<file path="src/include/uphyc_regs.vh">
// Register map and constants for the USB PHY control block
// What this block does
// - Writing one to control bit 18 disables the pulldowns on both wide ports, zero (reset) keeps them enabled.
// - An automatic resume caused by SE0 reset signalling sets status bit 13, which holds until software writes zero.
// - An automatic resume caused by K resume signalling sets status bit 12, which holds until software writes zero.
// - A line-state change is reported only once it has stayed stable for one plus two to the power of field 11:8 enabled clock cycles.
// - With control bit 7 set, the suspend controller detects and handles resume in hardware.
// - The three transceiver config pins follow field 6:4 directly, all low after reset.
`ifndef UPHYC_REGS_VH
`define UPHYC_REGS_VH
`define UPHYC_ADDR_W 8
`define UPHYC_OFF_CTRL 8'h40
`define UPHYC_OFF_FILT 8'h44
`define UPHYC_OFF_IRQ_STAT 8'h48
`define UPHYC_OFF_IRQ_MASK 8'h4C
`define UPHYC_BIT_PD_DIS 18
`define UPHYC_BIT_RST_RES 13
`define UPHYC_BIT_K_RES 12
`define UPHYC_DLY_HI 11
`define UPHYC_DLY_LO 8
`define UPHYC_BIT_AUTO 7
`define UPHYC_CFG_HI 6
`define UPHYC_CFG_LO 4
`define UPHYC_CTRL_WMASK 32'h0004_3FF0
`define UPHYC_LS_SE0 2'h0
`define UPHYC_LS_J 2'h1
`define UPHYC_LS_K 2'h2
`define UPHYC_IRQ_W 3
`define UPHYC_IRQ_RST 0
`define UPHYC_IRQ_K 1
`define UPHYC_IRQ_LS 2
`define UPHYC_CNT_W 16
`endif

</file>
<file path="src/uphyc_ls_filter.v">
// Line-state change delay filter
`timescale 1ns/1ps
module uphyc_ls_filter (
  input wire clk_i,
  input wire rst_i,
  input wire ce_i,
  input wire [3:0] log2_dly_i,
  input wire [1:0] ls_raw_i,
  output reg [1:0] ls_filt_o,
  output reg changed_o
);
`include "uphyc_regs.vh"
  reg [1:0] cand_reg;
  reg [`UPHYC_CNT_W-1:0] cnt_reg;
  wire [`UPHYC_CNT_W-1:0] target = {{(`UPHYC_CNT_W-1){1'b0}}, 1'b1} << log2_dly_i;
  always @(posedge clk_i) begin
    if (rst_i) begin
      cand_reg <= `UPHYC_LS_J;
      cnt_reg <= {`UPHYC_CNT_W{1'b0}};
      ls_filt_o <= `UPHYC_LS_J;
      changed_o <= 1'b0;
    end else if (ce_i) begin
      changed_o <= 1'b0;
      // Any wobble restarts the count, so glitches never propagate
      if (ls_raw_i != cand_reg) begin
        cand_reg <= ls_raw_i;
        cnt_reg <= {`UPHYC_CNT_W{1'b0}};
      end else if (cand_reg != ls_filt_o) begin
        if (cnt_reg + 1'b1 >= target) begin
          ls_filt_o <= cand_reg;
          changed_o <= 1'b1;
          cnt_reg <= {`UPHYC_CNT_W{1'b0}};
        end else begin
          cnt_reg <= cnt_reg + 1'b1;
        end
      end
    end
  end
endmodule

</file>
<file path="src/uphyc_top.v">
// USB PHY control register with resume detection and Wishbone slave
//
// The Wishbone register port was chosen for this implementation.
`timescale 1ns/1ps
module uphyc_top (
  input wire clk_i,
  input wire rst_i,
  input wire ce_i,
  input wire wb_cyc_i,
  input wire wb_stb_i,
  input wire wb_we_i,
  input wire [7:0] wb_adr_i,
  input wire [3:0] wb_sel_i,
  input wire [31:0] wb_dat_i,
  output reg [31:0] wb_dat_o,
  output reg wb_ack_o,
  input wire [1:0] line_state_i,
  input wire suspended_i,
  output reg [1:0] line_state_filt_o,
  output reg resume_req_o,
  output reg port_a_wide_pd_en_o,
  output reg port_b_wide_pd_en_o,
  output reg [2:0] transceiver_config_pins_o,
  output reg irq_o
);
`include "uphyc_regs.vh"
  reg [31:0] ctrl_reg;
  reg [`UPHYC_IRQ_W-1:0] irq_stat_reg;
  reg [`UPHYC_IRQ_W-1:0] irq_mask_reg;
  reg [31:0] rdata_next;
  wire [1:0] ls_filt;
  wire ls_chg;
  wire req = wb_cyc_i & wb_stb_i & ~wb_ack_o;
  wire wr = req & wb_we_i;
  wire [31:0] bmask = {{8{wb_sel_i[3]}}, {8{wb_sel_i[2]}}, {8{wb_sel_i[1]}}, {8{wb_sel_i[0]}}};
  wire auto_en = ctrl_reg[`UPHYC_BIT_AUTO];
  // Resume seen by hardware only when auto mode is on and link is suspended
  wire res_rst = auto_en & suspended_i & ls_chg & (ls_filt == `UPHYC_LS_SE0);
  wire res_k = auto_en & suspended_i & ls_chg & (ls_filt == `UPHYC_LS_K);
  wire [`UPHYC_IRQ_W-1:0] ev = {ls_chg, res_k, res_rst};

  uphyc_ls_filter u_filt (
    .clk_i(clk_i),
    .rst_i(rst_i),
    .ce_i(ce_i),
    .log2_dly_i(ctrl_reg[`UPHYC_DLY_HI:`UPHYC_DLY_LO]),
    .ls_raw_i(line_state_i),
    .ls_filt_o(ls_filt),
    .changed_o(ls_chg)
  );

  always @* begin
    case (wb_adr_i)
      `UPHYC_OFF_CTRL: rdata_next = ctrl_reg & `UPHYC_CTRL_WMASK;
      `UPHYC_OFF_FILT: rdata_next = {{30{1'b0}}, ls_filt};
      `UPHYC_OFF_IRQ_STAT: rdata_next = {{(32-`UPHYC_IRQ_W){1'b0}}, irq_stat_reg};
      `UPHYC_OFF_IRQ_MASK: rdata_next = {{(32-`UPHYC_IRQ_W){1'b0}}, irq_mask_reg};
      default: rdata_next = 32'h0000_0000;
    endcase
  end

  always @(posedge clk_i) begin
    if (rst_i) begin
      ctrl_reg <= 32'h0000_0000;
      irq_stat_reg <= 3'h0;
      irq_mask_reg <= 3'h0;
      wb_ack_o <= 1'b0;
      wb_dat_o <= 32'h0000_0000;
      line_state_filt_o <= `UPHYC_LS_J;
      resume_req_o <= 1'b0;
      port_a_wide_pd_en_o <= 1'b1;
      port_b_wide_pd_en_o <= 1'b1;
      transceiver_config_pins_o <= 3'h0;
      irq_o <= 1'b0;
    end else if (ce_i) begin
      wb_ack_o <= req;
      wb_dat_o <= req ? rdata_next : 32'h0000_0000;
      // Writes only touch writable bits; sticky flags cleared by writing zero
      if (wr && wb_adr_i == `UPHYC_OFF_CTRL) begin
        ctrl_reg <= ((ctrl_reg & ~bmask) | (wb_dat_i & bmask)) & `UPHYC_CTRL_WMASK;
      end
      // Set wins over a simultaneous software clear
      if (res_rst) begin
        ctrl_reg[`UPHYC_BIT_RST_RES] <= 1'b1;
      end
      if (res_k) begin
        ctrl_reg[`UPHYC_BIT_K_RES] <= 1'b1;
      end
      if (wr && wb_adr_i == `UPHYC_OFF_IRQ_STAT && wb_sel_i[0]) begin
        irq_stat_reg <= (irq_stat_reg & ~wb_dat_i[`UPHYC_IRQ_W-1:0]) | ev;
      end else begin
        irq_stat_reg <= irq_stat_reg | ev;
      end
      if (wr && wb_adr_i == `UPHYC_OFF_IRQ_MASK && wb_sel_i[0]) begin
        irq_mask_reg <= wb_dat_i[`UPHYC_IRQ_W-1:0];
      end
      irq_o <= |(irq_stat_reg & irq_mask_reg);
      line_state_filt_o <= ls_filt;
      resume_req_o <= res_rst | res_k;
      port_a_wide_pd_en_o <= ~ctrl_reg[`UPHYC_BIT_PD_DIS];
      port_b_wide_pd_en_o <= ~ctrl_reg[`UPHYC_BIT_PD_DIS];
      transceiver_config_pins_o <= ctrl_reg[`UPHYC_CFG_HI:`UPHYC_CFG_LO];
    end
  end
endmodule

</file>
<file path="config.mk">
export PLATFORM = sky130hd
export DESIGN_NAME = uphyc_top
export DESIGN_NICKNAME = d
export VERILOG_FILES = /design/src/uphyc_ls_filter.v /design/src/uphyc_top.v
export VERILOG_INCLUDE_DIRS = /design/src /design/src/include
export SDC_FILE = /design/constraint.sdc
export NUM_CORES = 1
export LEC_CHECK = 0
export ABC_AREA = 1
export BUFFER_PORTS_ARGS = -buffer_cell sky130_fd_sc_hd__buf_2
export CORE_ASPECT_RATIO = 1.2
export CORE_MARGIN = 2
export CORE_UTILIZATION = 27
export CTS_BUF_LIST = sky130_fd_sc_hd__clkbuf_16
export DETAILED_ROUTE_END_ITERATION = 12
export SLEW_MARGIN = 20
export SYNTH_ARGS = -nofsm -noshare
export SYNTH_HDL_FRONTEND = slang
export SYNTH_SLANG_ARGS = --single-unit
</file>
<file path="constraint.sdc">
create_clock -name clk_i -period 4.4 [get_ports clk_i]
set_input_delay 0.44 -clock clk_i [delete_from_list [all_inputs] [get_ports clk_i]]
set_output_delay 0.44 -clock clk_i [all_outputs]
set_load 0.005 [all_outputs]
</file>
== After elaboration in Yosys (flattened, before gate mapping) ==
Cells that the tools add are included.

* Register bits after elaboration: 79
* Bits of input ports: 53
* Output and inout bits: 42

* Add/subtract/negate cells: 1
* Magnitude comparators: 1
* Eq/ne operators: 7
* Shift operators: 1
* Muxes and demuxes: 12
* Bitwise gates (word level): 20
* Reductions and logical operators: 17

{| class="wikitable"
|+ Operator list
! kind !! count
|-
| $pmux 19 s4 || 1
|-
| $mux 16 || 3
|-
| $and 19x19->19 || 2
|-
| $eq 8x7->1 const B || 4
|-
| $mux 32 || 1
|-
| $not 19->19 || 1
|-
| $or 19x19->19 || 1
|-
| $add 16x1->16 const B || 1
|-
| $ge 16x16->1 || 1
|-
| $shl 1x4->16 const A || 1
|-
| $mux 14 || 1
|-
| $reduce_and 2->1 || 6
|-
| $and 1x1->1 || 7
|-
| $and 3x3->3 || 2
|-
| $or 3x3->3 || 2
|-
| $reduce_bool 2->1 || 3
|-
| $logic_and 1x1->1 || 5
|-
| $mux 1 || 5
|-
| $ne 2x2->1 || 2
|-
| $reduce_and 4->1 || 1
|-
| $mux 3 || 1
|-
| $not 1->1 || 3
|-
| $not 3->3 || 1
|-
| $reduce_or 3->1 || 1
|-
| 3 further kinds || 3
|}

== Depth between registers and ports, before layout ==
Gate-level depths: netlist of the first run.

* Depth after elaboration: 6
* Gate-level depth with buffers: 18
* Depth with buffers taken out: 18

== Modules after synthesis ==
Synthesis of the first run repeated with hierarchy kept, for this count alone.

* Cell total of the unflattened synthesis: 542
* Area total of the unflattened synthesis: 3777.4 sq um

{| class="wikitable"
|+ By module, submodules not included
! module !! times used !! cells an instance !! area each (sq um)
|-
| uphyc_ls_filter || 1 || 273 || 1889.3
|-
| uphyc_top || 1 || 269 || 1888.1
|}

== Least setup slack after synthesis of the first run ==
Ideal clock, no wire load.

* Kind: flip-flop to flip-flop
* From: reg u_filt.cnt_reg[0]
* To: reg u_filt.cnt_reg[11]
* Library setup time: 0.070 ns
* Arrival time: 2.250 ns
* Required time: 4.330 ns
* Slack: 2.080 ns
* Cell stages (with the launch flop): 18
* Path buffers: 1
* Period minus slack after synthesis: 2.320 ns
* Cells stage by stage: dfxtp_1 -> ha_1 -> nand2_1 -> nor2_1 -> nand2_2 -> xor2_1 -> inv_1 -> ha_1 -> nand2_1 -> nor2_1 -> nand2_1 -> nand2_1 -> nor2_1 -> nand2_1 -> nand2_1 -> buf_2 -> nand4_1 -> a21oi_1

* Cells in the longest elaborated chain, start to end: 5

{| class="wikitable"
|+ RTL lines
! item !! line !! text
|-
| start: declaration || uphyc_ls_filter.v:14 || <nowiki>reg [`UPHYC_CNT_W-1:0] cnt_reg;</nowiki>
|-
| start signal: assignment || uphyc_ls_filter.v:19 || <nowiki>cnt_reg <= {`UPHYC_CNT_W{1'b0}};</nowiki>
|-
| start signal: assignment || uphyc_ls_filter.v:27 || <nowiki>cnt_reg <= {`UPHYC_CNT_W{1'b0}};</nowiki>
|-
| start signal: assignment || uphyc_ls_filter.v:32 || <nowiki>cnt_reg <= {`UPHYC_CNT_W{1'b0}};</nowiki>
|-
| $add 16x1->16 (*) || uphyc_ls_filter.v:29, uphyc_ls_filter.v:34 ||
|-
| $ge 16x16->1 || uphyc_ls_filter.v:29 || <nowiki>if (cnt_reg + 1'b1 >= target) begin</nowiki>
|-
| $mux 16 (*) || uphyc_ls_filter.v:29 ||
|-
| $mux 16 (*) || uphyc_ls_filter.v:28 || <nowiki>end else if (cand_reg != ls_filt_o) begin</nowiki>
|-
| $mux 16 (*) || uphyc_ls_filter.v:25 || <nowiki>if (ls_raw_i != cand_reg) begin</nowiki>
|}

Every way passes the cells marked *; elsewhere a longest branch is shown, timed or not. The select of a mux whose other input is x is not followed.
A chain may end at the register's enable or synchronous reset.

== Final worst setup path of the first run ==
* From: reg u_filt.cnt_reg[0]
* To: reg u_filt.ls_filt_o[1]

* Cells in the longest elaborated chain, start to end: 3

{| class="wikitable"
|+ RTL lines
! item !! line !! text
|-
| $add 16x1->16 || uphyc_ls_filter.v:29 ||
|-
| $ge 16x16->1 || uphyc_ls_filter.v:29 ||
|-
| $reduce_and 4->1 (no source line) || - ||
|-
| end signal: assignment || uphyc_ls_filter.v:20 || <nowiki>ls_filt_o <= `UPHYC_LS_J;</nowiki>
|-
| end signal: assignment || uphyc_ls_filter.v:30 || <nowiki>ls_filt_o <= cand_reg;</nowiki>
|-
| end: declaration || uphyc_ls_filter.v:9 || <nowiki>output reg [1:0] ls_filt_o,</nowiki>
|}

No other way between the ends.

==> reports/qor.yml, run 1 <==
status:
  outcome: "finished, final reports clean"
clock_network:
  cts_max_path_buffers: 2
  clock_latency_late_sink_ps: 330
  cts_num_sinks: 61
  number_of_buffers_added_by_the_clock_tree_synthesis_step: 9
  ctsResizeCount: 0
  cts_hold_buf: 0
  clock_tree.htree_level_count: 3
  clk_transition_reported_paths_ps: 60
  post-cts-setup-buffers: 0
  cts_root_buffer: "sky130_fd_sc_hd__clkbuf_16"
  clock_tree_from_tritoncts: "yes"
power:
  swShare: 0.2305
  comb_power_share: 0.056
  power_switching_uw: 324.6
  internal_power_uw: 1083
  power.ir.vdd_worst_mv: 0.1847
  power_leakage_uw: 0.001818
  p_clk_frac: 0.543
  power.sequential.fraction: 0.401
  power.density_cell_area_mw_per_mm2: 333.3
grt:
  pin_count_of_the_biggest_net_entering_global_routing: 42
  use_met2: 0.2214
  grt.met3_usage: 0.03047
  track_usage: 0.1266
  grt_pass1_vias: 3061
  grt.overflow.total: 0
  wire_length_of_the_first_global_routing_pass_mm: 14.38
  globalRouteMet1Util: 0.1472
  antenna_violations_before_repair: 0
  gr-max-usage-layer: "met2"
sta:
  timing.final.max_slew_violations: 0
  rsz0062_at_grt: "no"
  relSlewSlack: 0.4700
  final.setup_skew_ps: 4.743
  setup_viol: 0
  postLayoutSetupSlackWorst_ps: 1403
  timing_hold_violations_final: 0
  maxClockFrequency_mhz: 333.6
  worst-slew-pin-transition_ps: 795.0
  post-route-period-util: 0.6812
  setup_total_negative_slack_ps: 0
  timing.final.crit_period_ps: 2997
yosys:
  synth_area_mm2: 0.003565
  yosys-top-cells-area: "sky130_fd_sc_hd__dfxtp_1 34%, sky130_fd_sc_hd__nand2_1 14%, sky130_fd_sc_hd__nand4_1 7.9%, sky130_fd_sc_hd__a21oi_1 7.0%, sky130_fd_sc_hd__ha_1 6.0%"
  number_of_standard_cells_after_synthesis: 516
  yosysMostFrequentCell: "sky130_fd_sc_hd__nand2_1"
  synth_edf_count: 0
  seq_area_frac_synth: 0.3426
  synth_seq_cells: 61
  yosys-top-cells-count: "136 x sky130_fd_sc_hd__nand2_1, 61 x sky130_fd_sc_hd__dfxtp_1, 50 x sky130_fd_sc_hd__a21oi_1"
  synth.avg_cell_area_um2: 6.908
  synthArstFlopShare: 0
  synth_top_area_cell: "sky130_fd_sc_hd__dfxtp_1"
  synth_ff_type: "sky130_fd_sc_hd__dfxtp_1"
  yosysTopAreaCellShare: 0.3426
  yosys.cell_types.count: 33
  ys.warnings.count: 0
worst_hold_path:
  worst_hold_path_type: "input port to flop"
floorplanning:
  die_area_mm2: 0.01414
  die_y_um: 129.9
  area_inside_the_core_boundary_mm2: 0.01307
  design.portCount: 95
  placement_rows: 46
  effective_utilization_at_floorplan: 0.2728
  chipWidth_um: 108.9
route:
  routed_wirelength_mm: 8.582
  drt_pass1_iterations: 4
  drt_first_iter_violations: 108
  detailroute.via_count: 3420
  detail_route.wl_per_cell_um: 11.68
  post_drt_via_cell_ratio: 4.653
  ant_nets: 0
  drc_errors: 0
place:
  place.gp.congestion: 0.8508
  pre_cts_slack_ps: 1397
  dp_hpwl_mm: 6.412
  place.port_buffers: 57
  placement.cell_area_mm2: 0.003900
layout:
  multi_input_area_mm2: 0.001988
  area_delta_synth_final_pct: 18.50
  diode_insertion_count_for_antenna_repair: 0
  utilization: 0.3233
  drive_above_1_share: 0.1623
  design.final.nets: 632
  layout.filler_cells: 1428
  area.sequential_mm2: 0.001221
  final_area_mm2: 0.004224
setup_path:
  timing_worst_setup_path_type: "flop to flop"
  critPathLaunchType: "flop"
  critPathRequiredTime_ps: 4620
  cp_data_arrival_time_ps: 3220
  path_max_fanout: 17
  setup.worst_path.end_class: "flop"
flow_run:
  drv.max_cap_violation_count: 0
routing by layer:
metal  up-vias  routed length [um]
met5         -                   0
met4         0                 155
li1       1768                   -
met1      1539                3639
met3        11                 511
met2       102                4275
stage by stage:
stage / hold WS (ps) / total power, uW / instances
2_1_floorplan: 434.2 / 637.2 / 533
3_3_place_gp: 453.8 / 655.9 / 719
3_5_place_dp: 455.6 / 656.3 / 719
4_1_cts: 326.5 / 1418 / 735
5_1_grt: 347.4 / 1460 / 735
6_report: 328.3 / 1408 / 735
power groups by stage:
| stage | clock (uW) | combinational, uW | sequential, uW |
|---|---|---|---|
| after CTS | 773 | 79.4 | 565 |
| after global routing | 804 | 89.5 | 566 |
| after global placement | 0 | 78.7 | 577 |
| after detailed placement | 0 | 79.2 | 577 |
| final | 764 | 78.7 | 565 |
| after floorplan | 0 | 60.9 | 576 |
worst max-delay path, cell delays in order, from the launching register on:
cell	delay (ps)
sky130_fd_sc_hd__dfxtp_1	390
sky130_fd_sc_hd__ha_1	200
sky130_fd_sc_hd__nand2_1	90
sky130_fd_sc_hd__nor2_1	270
sky130_fd_sc_hd__nand2_2	160
sky130_fd_sc_hd__xor2_1	180
sky130_fd_sc_hd__inv_1	80
sky130_fd_sc_hd__ha_1	290
sky130_fd_sc_hd__nand2_1	90
sky130_fd_sc_hd__nor2_1	60
sky130_fd_sc_hd__nand2_1	50
sky130_fd_sc_hd__nand2_1	40
sky130_fd_sc_hd__nor2_1	80
sky130_fd_sc_hd__nand2_1	50
sky130_fd_sc_hd__nand2_1	400
sky130_fd_sc_hd__nand2_1	210
sky130_fd_sc_hd__a21oi_1	180
sky130_fd_sc_hd__nor2_1	60
cells by family (layout without fill, tap and decap cells):
logic type / after synthesis / in the layout / synth area share
flops: 61 / 61 / 0.3426
other cells: 1 / 18 / 0.001052
compound gates: 73 / 73 / 0.1067
xor+xnor: 11 / 11 / 0.02703
fa+ha+maj: 17 / 17 / 0.05967
simple gates: 264 / 264 / 0.3454
buf+inv: 89 / 123 / 0.1176
final cells by class:
class,instances,share of cell area
timing repair buffer,59,0.07109
tap,168,0.04976
clock inverter,7,0.02340
clock buffer,9,0.05332
multi-input combinational,383,0.4707
inverter,48,0.04265
sequential,61,0.2891
worst paths after layout:
kind	startpoint	to	slack [ps]	cells past startpoint
setup / recovery	u_filt.cnt_reg[0]$_SDFFE_PP0P_	u_filt.ls_filt_o[1]$_SDFFE_PP0P_	1400	17
hold / removal	wb_dat_i[9]	flop	330	3
setup reg to reg	u_filt.cnt_reg[0]$_SDFFE_PP0P_	u_filt.ls_filt_o[1]$_SDFFE_PP0P_	1400	17
hold reg to reg	flop	port_b_wide_pd_en_o$_SDFFE_PP1P_	460	1
cell usage in the layout, fill, tap and decap left out, types with 9 or more instances in the layout:
cell,synthesis,routed
sky130_fd_sc_hd__nand2_1,136,136
sky130_fd_sc_hd__dfxtp_1,61,61
sky130_fd_sc_hd__buf_2,5,57
sky130_fd_sc_hd__a21oi_1,50,50
sky130_fd_sc_hd__inv_1,46,46
sky130_fd_sc_hd__nor2_1,46,46
sky130_fd_sc_hd__nand4_1,45,45
sky130_fd_sc_hd__conb_1,1,18
sky130_fd_sc_hd__nand3_1,17,17
sky130_fd_sc_hd__ha_1,17,17
sky130_fd_sc_hd__o21ai_0,15,15
sky130_fd_sc_hd__clkbuf_16,0,9
Note: power is estimated with default switching activity, not from simulation.
==> inputs of run 2 (changes only) <==
--- a/config.mk
+++ b/config.mk
@@ -6,7 +6,7 @@
 export SDC_FILE = /design/constraint.sdc
 export NUM_CORES = 1
 export LEC_CHECK = 0
-export ABC_AREA = 1
+export ABC_AREA = 0
 export BUFFER_PORTS_ARGS = -buffer_cell sky130_fd_sc_hd__buf_2
 export CORE_ASPECT_RATIO = 1.2
 export CORE_MARGIN = 2
==> constraint.sdc (replaced) <==
create_clock -name clk_i -period 2.8 [get_ports clk_i]
set_input_delay 0.28 -clock clk_i [delete_from_list [all_inputs] [get_ports clk_i]]
set_output_delay 0.28 -clock clk_i [all_outputs]
set_load 0.005 [all_outputs]
==> run 2 against run 1 <==
Compared with the run above:
- sequential power rose by 55%
- total power is 45% higher
- routed wire length decreased by 0.10%
- largest cell class unchanged
- largest power group unchanged
- area after synthesis fell by 6.5%
- worst hold slack got worse by 140 ps
- register-to-register slack got worse by 1500 ps
- core utilization up 4.4 points
- first-iteration DRC count is 37% lower
- clock power increased by 39%
- sequential cell count stayed put
- critical path type unchanged
- the flow now finishes with violations (negative setup slack)
==> reports/qor.yml, run 2 <==
grt:
  wire_length_of_the_first_global_routing_pass_mm: 14.07  # was 14.38 mm
  antenna_violations_before_repair: 0  # unchanged
  grt_pass1_vias: 3078  # was 3061
  track_usage: 0.1299  # was 0.1266
  pin_count_of_the_biggest_net_entering_global_routing: 37  # was 42
  grt.overflow.total: 0  # unchanged
floorplanning:
  design.portCount: 95  # unchanged
  area_inside_the_core_boundary_mm2: 0.01206  # was 0.01307 mm^2
  placement_rows: 44  # was 46
  chipWidth_um: 105.4  # was 108.9 um
  die_area_mm2: 0.01325  # was 0.01414 mm^2
  effective_utilization_at_floorplan: 0.2765  # was 0.2728
  die_y_um: 125.7  # was 129.9 um
layout:
  area.sequential_mm2: 0.001237  # was 0.001221 mm^2
  most-common-layout-cells: "57 x sky130_fd_sc_hd__buf_2, 56 x sky130_fd_sc_hd__dfxtp_1, 50 x sky130_fd_sc_hd__nor2_1, 37 x sky130_fd_sc_hd__buf_4, 35 x sky130_fd_sc_hd__nand2_1"  # was 136 x sky130_fd_sc_hd__nand2_1, 61 x sky130_fd_sc_hd__dfxtp_1, 57 x sky130_fd_sc_hd__buf_2, 50 x sky130_fd_sc_hd__a21oi_1
  final_common_cell: "sky130_fd_sc_hd__buf_2"  # was sky130_fd_sc_hd__nand2_1
  finalNonFillerCells: 632  # was 735
  design.final.nets: 537  # was 632
  multi_input_area_mm2: 0.002085  # was 0.001988 mm^2
  drive_above_1_share: 0.3546  # was 0.1623
  layout.filler_cells: 1235  # was 1428
  diode_insertion_count_for_antenna_repair: 0  # unchanged
  area_delta_synth_final_pct: 32.92  # was 18.50%
yosys:
  yosys-top-cells-area: "sky130_fd_sc_hd__dfxtp_1 37%, sky130_fd_sc_hd__ha_1 6.4%, sky130_fd_sc_hd__nor2_1 5.6%, sky130_fd_sc_hd__mux2i_1 5.1%, sky130_fd_sc_hd__buf_4 4.7%"  # was sky130_fd_sc_hd__dfxtp_1 34%, sky130_fd_sc_hd__nand2_1 14%, sky130_fd_sc_hd__nand4_1 7.9%, sky130_fd_sc_hd__a21oi_1 7.0%, sky130_fd_sc_hd__ha_1 6.0%
  synth_edf_count: 0  # unchanged
  seq_area_frac_synth: 0.3664  # was 0.3426
  yosys.cell_types.count: 51  # was 33
  synth_ff_type: "sky130_fd_sc_hd__dfxtp_1"  # unchanged
  synth_seq_cells: 61  # unchanged
  number_of_standard_cells_after_synthesis: 383  # was 516
  synth_area_mm2: 0.003333  # was 0.003565 mm^2
  synth_top_area_cell: "sky130_fd_sc_hd__dfxtp_1"  # unchanged
  yosys-top-cells-count: "61 x sky130_fd_sc_hd__dfxtp_1, 50 x sky130_fd_sc_hd__nor2_1, 36 x sky130_fd_sc_hd__nand2_1"  # was 136 x sky130_fd_sc_hd__nand2_1, 61 x sky130_fd_sc_hd__dfxtp_1, 50 x sky130_fd_sc_hd__a21oi_1
  synth.avg_cell_area_um2: 8.703  # was 6.908 um^2
  yosysMostFrequentCell: "sky130_fd_sc_hd__dfxtp_1"  # was sky130_fd_sc_hd__nand2_1
  yosysTopAreaCellShare: 0.3664  # was 0.3426
  synthArstFlopShare: 0  # unchanged
  ys.warnings.count: 0  # unchanged
clock_network:
  cts_max_path_buffers: 2  # unchanged
  clock_tree.htree_level_count: 3  # unchanged
  cts_hold_buf: 0  # unchanged
  cts_root_buffer: "sky130_fd_sc_hd__clkbuf_16"  # unchanged
  number_of_buffers_added_by_the_clock_tree_synthesis_step: 9  # unchanged
  clock_tree_from_tritoncts: "yes"  # unchanged
  clock_latency_late_sink_ps: 330  # about the same
  cts_num_sinks: 61  # unchanged
  clk_transition_reported_paths_ps: 50  # was 60 ps
sta:
  post-route-period-util: 1.025  # was 0.6812
  worst-slew-pin-transition_ps: 737.0  # was 795.0 ps
  timing.final.crit_period_ps: 2871  # was 2997 ps
  postLayoutSetupSlackWorst_ps: -70.51  # was 1403 ps
  maxClockFrequency_mhz: 348.4  # was 333.6 MHz
  setup_viol: 17  # was 0
  timing.final.max_slew_violations: 0  # unchanged
  relSlewSlack: 0.5087  # was 0.4700
  rsz0062_at_grt: "yes"  # was no
  setup_total_negative_slack_ps: -807.9  # was 0 ps
  final.setup_skew_ps: 5.766  # was 4.743 ps
  timing_hold_violations_final: 0  # unchanged
setup_path:
  timing_worst_setup_path_type: "flop to flop"  # unchanged
  setup.worst_path.end_class: "flop"  # unchanged
  critPathLaunchType: "flop"  # unchanged
  path_max_fanout: 8  # was 17
  critPathRequiredTime_ps: 3060  # was 4620 ps
  cp_data_arrival_time_ps: 3130  # was 3220 ps
place:
  dp_cells: 610  # was 719
  place.port_buffers: 57  # unchanged
  pre_cts_slack_ps: -251.9  # was 1397 ps
  dp_hpwl_mm: 6.267  # was 6.412 mm
  place.gp.congestion: 0.8091  # was 0.8508
route:
  drt_first_iter_violations: 68  # was 108
  drt_pass1_iterations: 4  # unchanged
  post_drt_via_cell_ratio: 4.799  # was 4.653
  drc_errors: 0  # unchanged
  detail_route.wl_per_cell_um: 13.56  # was 11.68 um
  routed_wirelength_mm: 8.573  # was 8.582 mm
  ant_nets: 0  # unchanged
  detailroute.via_count: 3033  # was 3420
status:
  outcome: "finished, violations left"  # was finished, final reports clean
  violations: "negative setup slack"
power:
  comb_power_share: 0.052  # was 0.056
  power.density_cell_area_mw_per_mm2: 461.0  # was 333.3 mW/mm^2
  power.ir.vdd_worst_mv: 0.3267  # was 0.1847 mV
  p_clk_frac: 0.519  # was 0.543
  power.sequential.fraction: 0.429  # was 0.401
  power_leakage_uw: 0.001836  # was 0.001818 uW
  post-layout-total-power_uw: 2042  # was 1408 uW
  internal_power_uw: 1584  # was 1083 uW
  swShare: 0.2245  # was 0.2305
  power_switching_uw: 458.5  # was 324.6 uW
worst_hold_path:
  worst_hold_path_type: "input port to flop"  # unchanged
flow_run:
  drv.max_cap_violation_count: 0  # unchanged
run 2: kinds of logic after synthesis:
| group | synth area share |
|---|---|
| mux | 0.05781 |
| simple gates | 0.2309 |
| flops | 0.3664 |
| compound gates | 0.1674 |
| buf+inv | 0.07845 |
| xor+xnor | 0.03416 |
| fa+ha+maj | 0.06381 |
| other cells | 0.001125 |
run 2: power by group through the flow:
stage | logic, uW | registers [uW] | clock network, uW
floorplan | 78.2 | 896 | 0
finish | 106 | 876 | 1060
global route | 118 | 875 | 1120
detailed placement | 104 | 897 | 0
CTS | 104 | 879 | 1080
global placement | 102 | 897 | 0
run 2: final timing paths:
path                                                startpoint                              to  slack [ps]  cells past startpoint
worst max-delay path            u_filt.cnt_reg[0]$_SDFFE_PP0P_  u_filt.cnt_reg[7]$_SDFFE_PP0P_         -70                     13
worst max register to register  u_filt.cnt_reg[0]$_SDFFE_PP0P_  u_filt.cnt_reg[7]$_SDFFE_PP0P_         -70                     13
worst min register to register                            flop                            flop         480                      2
worst min-delay path                               wb_dat_i[7]                            flop         190                      3
run 2: what timing repair did:
item | CTS | global route
buffers inserted | 2 | 4
pin swaps | 7 | 15
gates resized for setup | 14 | 27
setup endpoints to repair | 19 | 19
gates cloned | 1 | 0
run 2: worst max-delay path: stages, from the launching register on:
cell and delay (ps):
sky130_fd_sc_hd__dfxtp_4 360, sky130_fd_sc_hd__ha_4 130, sky130_fd_sc_hd__and3_4 170, sky130_fd_sc_hd__and4_4 240, sky130_fd_sc_hd__nand4_1 130, sky130_fd_sc_hd__xnor2_2 180, sky130_fd_sc_hd__ha_1 300, sky130_fd_sc_hd__and2_4 140
sky130_fd_sc_hd__a221o_1 310, sky130_fd_sc_hd__a21oi_2 200, sky130_fd_sc_hd__and3_4 280, sky130_fd_sc_hd__buf_12 150, sky130_fd_sc_hd__a22oi_2 70, sky130_fd_sc_hd__nor2_1 110
run 2: area by class of cell:
cell class | count | share of cell area
clock buffer | 9 | 0.05083
clock inverter | 6 | 0.01271
inverter | 1 | 0.0008472
multi-input combinational | 297 | 0.4705
sequential | 61 | 0.2793
tap | 161 | 0.04547
timing repair buffer | 97 | 0.1404
run 2: per-stage QoR:
stage	util	cell area (um^2)	hold slack [ps]
floorplan	-	3401	397.9
global placement	0.3226	3890	453.6
detailed placement	0.3226	3890	469.7
CTS	0.3538	4265	182.0
global route	0.3675	4431	201.6
finish	0.3675	4431	191.8
run 2: metal layers:
layer / GRT usage / vias to the layer above / part of all wire
met5: 0 / - / 0
met4: 0.04314 / 0 / 0.016
met3: 0.03623 / 13 / 0.049
met2: 0.2493 / 71 / 0.53
met1: 0.1337 / 1458 / 0.40
li1: - / 1491 / -
==> inputs of run 3 (changes only) <==
--- a/config.mk
+++ b/config.mk
@@ -16,4 +16,5 @@
 export SLEW_MARGIN = 20
 export SYNTH_ARGS = -nofsm -noshare
 export SYNTH_HDL_FRONTEND = slang
+export SYNTH_HIERARCHICAL = 1
 export SYNTH_SLANG_ARGS = --single-unit
==> run 3 against run 2 <==
Compared with the run above:
- the flow still finishes with violations (negative setup slack)
- via count is 3.4% higher
- register-to-register slack worse by 20 ps
- sequential cell count stayed put
- total power is 3.6% higher
- final area is 2.3% higher
- critical endpoint is now u_filt/cnt_reg[1]$_SDFFE_PP0P_
- largest power group unchanged
- highest routed layer unchanged
==> reports/qor.yml, run 3 <==
route:
  post_drt_via_cell_ratio: 4.840  # was 4.799
  ant_nets: 0  # unchanged
  drc_errors: 0  # unchanged
  detail_route.wl_per_cell_um: 13.84  # was 13.56 um
  drt_pass1_iterations: 6  # was 4
  met1_length_mm: 3.825  # was 3.470 mm
  wl_met2_mm: 4.438  # was 4.547 mm
  detailroute.via_count: 3136  # was 3033
  routed_wirelength_mm: 8.969  # was 8.573 mm
  uppermost_signal_routing_layer_after_detailed_routing: "met4"  # unchanged
  detailed_routed_wire_length_on_met3_um: 457  # was 422 um
  drt_first_iter_violations: 98  # was 68
floorplanning:
  die_area_mm2: 0.01363  # was 0.01325 mm^2
  chipWidth_um: 106.9  # was 105.4 um
  effective_utilization_at_floorplan: 0.2732  # was 0.2765
  placement_rows: 45  # was 44
  die_y_um: 127.5  # was 125.7 um
  design.portCount: 95  # unchanged
  area_inside_the_core_boundary_mm2: 0.01256  # was 0.01206 mm^2
sta:
  setup_total_negative_slack_ps: -476.5  # was -807.9 ps
  timing.final.max_slew_violations: 0  # unchanged
  timing_hold_violations_final: 0  # unchanged
  rsz0062_at_grt: "yes"  # unchanged
  postLayoutSetupSlackWorst_ps: -89.41  # was -70.51 ps
  post-route-period-util: 1.032  # was 1.025
  timing.final.crit_period_ps: 2889  # was 2871 ps
  final.setup_skew_ps: 4.521  # was 5.766 ps
  maxClockFrequency_mhz: 346.1  # was 348.4 MHz
  relSlewSlack: 0.4620  # was 0.5087
  worst-slew-pin-transition_ps: 807.0  # was 737.0 ps
  setup_viol: 15  # was 17
clock_network:
  cts_num_sinks: 61  # unchanged
  cts_root_buffer: "sky130_fd_sc_hd__clkbuf_16"  # unchanged
  cts_hold_buf: 0  # unchanged
  clock_latency_late_sink_ps: 330  # about the same
  clock_tree.htree_level_count: 3  # unchanged
  number_of_buffers_added_by_the_clock_tree_synthesis_step: 9  # unchanged
  cts_max_path_buffers: 2  # unchanged
  clock_tree_from_tritoncts: "yes"  # unchanged
  clk_transition_reported_paths_ps: 50  # about the same
grt:
  track_usage: 0.1362  # was 0.1299
  wire_length_of_the_first_global_routing_pass_mm: 14.93  # was 14.07 mm
  grt_pass1_vias: 3194  # was 3078
  grt.overflow.total: 0  # unchanged
  pin_count_of_the_biggest_net_entering_global_routing: 49  # was 37
  antenna_violations_before_repair: 0  # unchanged
layout:
  most-common-layout-cells: "59 x sky130_fd_sc_hd__dfxtp_1, 57 x sky130_fd_sc_hd__buf_2, 51 x sky130_fd_sc_hd__nand2_1, 32 x sky130_fd_sc_hd__nor2_1, 29 x sky130_fd_sc_hd__a21oi_1"  # was 57 x sky130_fd_sc_hd__buf_2, 56 x sky130_fd_sc_hd__dfxtp_1, 50 x sky130_fd_sc_hd__nor2_1, 37 x sky130_fd_sc_hd__buf_4, 35 x sky130_fd_sc_hd__nand2_1
  area_delta_synth_final_pct: 32.13  # was 32.92%
  design.final.nets: 549  # was 537
  utilization: 0.3610  # was 0.3675
  diode_insertion_count_for_antenna_repair: 0  # unchanged
  final_common_cell: "sky130_fd_sc_hd__dfxtp_1"  # was sky130_fd_sc_hd__buf_2
  finalNonFillerCells: 648  # was 632
  final_area_mm2: 0.004533  # was 0.004431 mm^2
  drive_above_1_share: 0.3140  # was 0.3546
setup_path:
  cp_data_arrival_time_ps: 3110  # was 3130 ps
  startpoint: "u_filt/cnt_reg[0]$_SDFFE_PP0P_"  # was u_filt.cnt_reg[0]$_SDFFE_PP0P_
  regToRegSetupSlack_ps: -90  # was -70 ps
  timing_worst_setup_path_type: "flop to flop"  # unchanged
  r2r-start: "u_filt/cnt_reg[0]$_SDFFE_PP0P_"  # was u_filt.cnt_reg[0]$_SDFFE_PP0P_
  worst_r2r_path_depth: 14  # was 13
  path_max_fanout: 5  # was 8
  critPathLaunchType: "flop"  # unchanged
  setup.worst_path.end_class: "flop"  # unchanged
  critPathRequiredTime_ps: 3020  # was 3060 ps
  timing.rr.end: "u_filt/cnt_reg[1]$_SDFFE_PP0P_"  # was u_filt.cnt_reg[7]$_SDFFE_PP0P_
power:
  swShare: 0.2388  # was 0.2245
  comb_power_share: 0.057  # was 0.052
  power_leakage_uw: 0.001771  # was 0.001836 uW
  internal_power_uw: 1610  # was 1584 uW
  power_switching_uw: 505.0  # was 458.5 uW
  power.sequential.fraction: 0.415  # was 0.429
  power.ir.vdd_worst_mv: 0.3180  # was 0.3267 mV
  p_clk_frac: 0.528  # was 0.519
  power.density_cell_area_mw_per_mm2: 466.6  # was 461.0 mW/mm^2
yosys:
  synth_top_area_cell: "sky130_fd_sc_hd__dfxtp_1"  # unchanged
  number_of_standard_cells_after_synthesis: 398  # was 383
  seq_area_frac_synth: 0.3559  # was 0.3664
  synth_area_mm2: 0.003431  # was 0.003333 mm^2
  synth.avg_cell_area_um2: 8.620  # was 8.703 um^2
  synth_ff_type: "sky130_fd_sc_hd__dfxtp_1"  # unchanged
  synth_edf_count: 0  # unchanged
  synth_seq_cells: 61  # unchanged
  yosysMostFrequentCell: "sky130_fd_sc_hd__dfxtp_1"  # unchanged
  ys.warnings.count: 6  # was 0
  yosys.cell_types.count: 58  # was 51
  yosysTopAreaCellShare: 0.3559  # was 0.3664
  synthArstFlopShare: 0  # unchanged
  yosys-top-cells-count: "61 x sky130_fd_sc_hd__dfxtp_1, 54 x sky130_fd_sc_hd__nand2_1, 36 x sky130_fd_sc_hd__a21oi_1"  # was 61 x sky130_fd_sc_hd__dfxtp_1, 50 x sky130_fd_sc_hd__nor2_1, 36 x sky130_fd_sc_hd__nand2_1
  yosys-top-cells-area: "sky130_fd_sc_hd__dfxtp_1 36%, sky130_fd_sc_hd__ha_1 6.2%, sky130_fd_sc_hd__nand2_1 5.9%, sky130_fd_sc_hd__a21oi_1 5.3%, sky130_fd_sc_hd__mux2i_1 5.3%"  # was sky130_fd_sc_hd__dfxtp_1 37%, sky130_fd_sc_hd__ha_1 6.4%, sky130_fd_sc_hd__nor2_1 5.6%, sky130_fd_sc_hd__mux2i_1 5.1%, sky130_fd_sc_hd__buf_4 4.7%
place:
  dp_hpwl_mm: 6.242  # was 6.267 mm
  placement.cell_area_mm2: 0.003995  # was 0.003890 mm^2
  place.gp.congestion: 0.9172  # was 0.8091
  dp_cells: 624  # was 610
  place.port_buffers: 57  # unchanged
worst_hold_path:
  worst_hold_path_cell_count: 3  # unchanged
  worst_hold_path_type: "input port to flop"  # unchanged
  timing.hold.worst.start: "wb_dat_i[9]"  # was wb_dat_i[7]
status:
  outcome: "finished, violations left"  # unchanged
  violations: "negative setup slack"  # unchanged
flow_run:
  drv.max_cap_violation_count: 0  # unchanged
==> run 3: how the worst max path moves through the flow <==
stage                                             endpoint  slack [ps]
after CTS                 u_filt/ls_filt_o[1]$_SDFFE_PP0P_         -10
after detailed placement  u_filt/ls_filt_o[1]$_SDFFE_PP0P_        -120
final                       u_filt/cnt_reg[1]$_SDFFE_PP0P_         -90
after floorplan            u_filt/cnt_reg[12]$_SDFFE_PP0P_          20
after global routing        u_filt/cnt_reg[1]$_SDFFE_PP0P_        -250
after global placement    u_filt/ls_filt_o[0]$_SDFFE_PP1P_         -80
==> run 3: layer usage <==
metal	GRT usage	vias to the layer above
met4	0.06646	0
li1	-	1533
met2	0.2338	92
met1	0.1551	1491
met5	0	-
met3	0.03776	20
==> run 3: worst max-delay path: stages (launching register included) <==
cell                        delay [ps]
sky130_fd_sc_hd__dfxtp_2           350
sky130_fd_sc_hd__ha_4              130
sky130_fd_sc_hd__and4_1            190
sky130_fd_sc_hd__nor2b_4           180
sky130_fd_sc_hd__nand2_2            70
sky130_fd_sc_hd__and2_4            170
sky130_fd_sc_hd__or2_4             240
sky130_fd_sc_hd__ha_4              260
sky130_fd_sc_hd__nand4_1           200
sky130_fd_sc_hd__nor3_4            300
sky130_fd_sc_hd__o311ai_4          190
sky130_fd_sc_hd__buf_4             180
sky130_fd_sc_hd__nand3_4           110
sky130_fd_sc_hd__a2bb2oi_2         150
sky130_fd_sc_hd__nor2_1             60
==> run 3: kinds of logic (layout without fill, tap and decap cells) <==
family	Yosys count	count (layout)	share of synthesized area
multiplexers	21	21	0.06236
buffers and inverters	44	112	0.07184
XOR/XNOR	16	16	0.04084
adder cells (fa/ha/maj)	17	17	0.06200
AND/OR/NAND/NOR	170	171	0.2746
AO/OA/AOI/OAI	68	68	0.1313
flip-flops	61	61	0.3559
other	1	18	0.001093
==> run 3: layout make-up <==
type                    instances  area [um^2]
multi-input cells             311         2256
flip-flops and latches         61         1224
clock buffers                   9        225.2
fillers                      1273         8023
well taps                     164        205.2
inverters                      10        37.54
clock inverters                 7        75.07
repair buffers                 86        510.5
==> run 3: power by group through the flow <==
stage | clock network [uW] | registers, uW | logic (uW)
global placement | 0 | 897 | 116
finish | 1120 | 878 | 121
detailed placement | 0 | 897 | 118
CTS | 1140 | 878 | 120
global route | 1190 | 879 | 134
floorplan | 0 | 896 | 88.2
==> run 3: per-stage QoR <==
step | setup WS [ps] | total power, uW | hold slack [ps]
final | -89.41 | 2115 | 184.2
after global routing | -252.7 | 2199 | 189.8
after CTS | -11.86 | 2137 | 174.2
after detailed placement | -118.4 | 1015 | 455.3
after global placement | -83.11 | 1012 | 446.7
after floorplan | 21.13 | 984.3 | 378.6
==> run 3: timing repair <==
action                     4_1_cts  5_1_grt
gates resized for setup         16       17
buffers inserted                 5        3
cloned                           1        0
setup endpoints to repair       19       19
pin swaps                       13       10
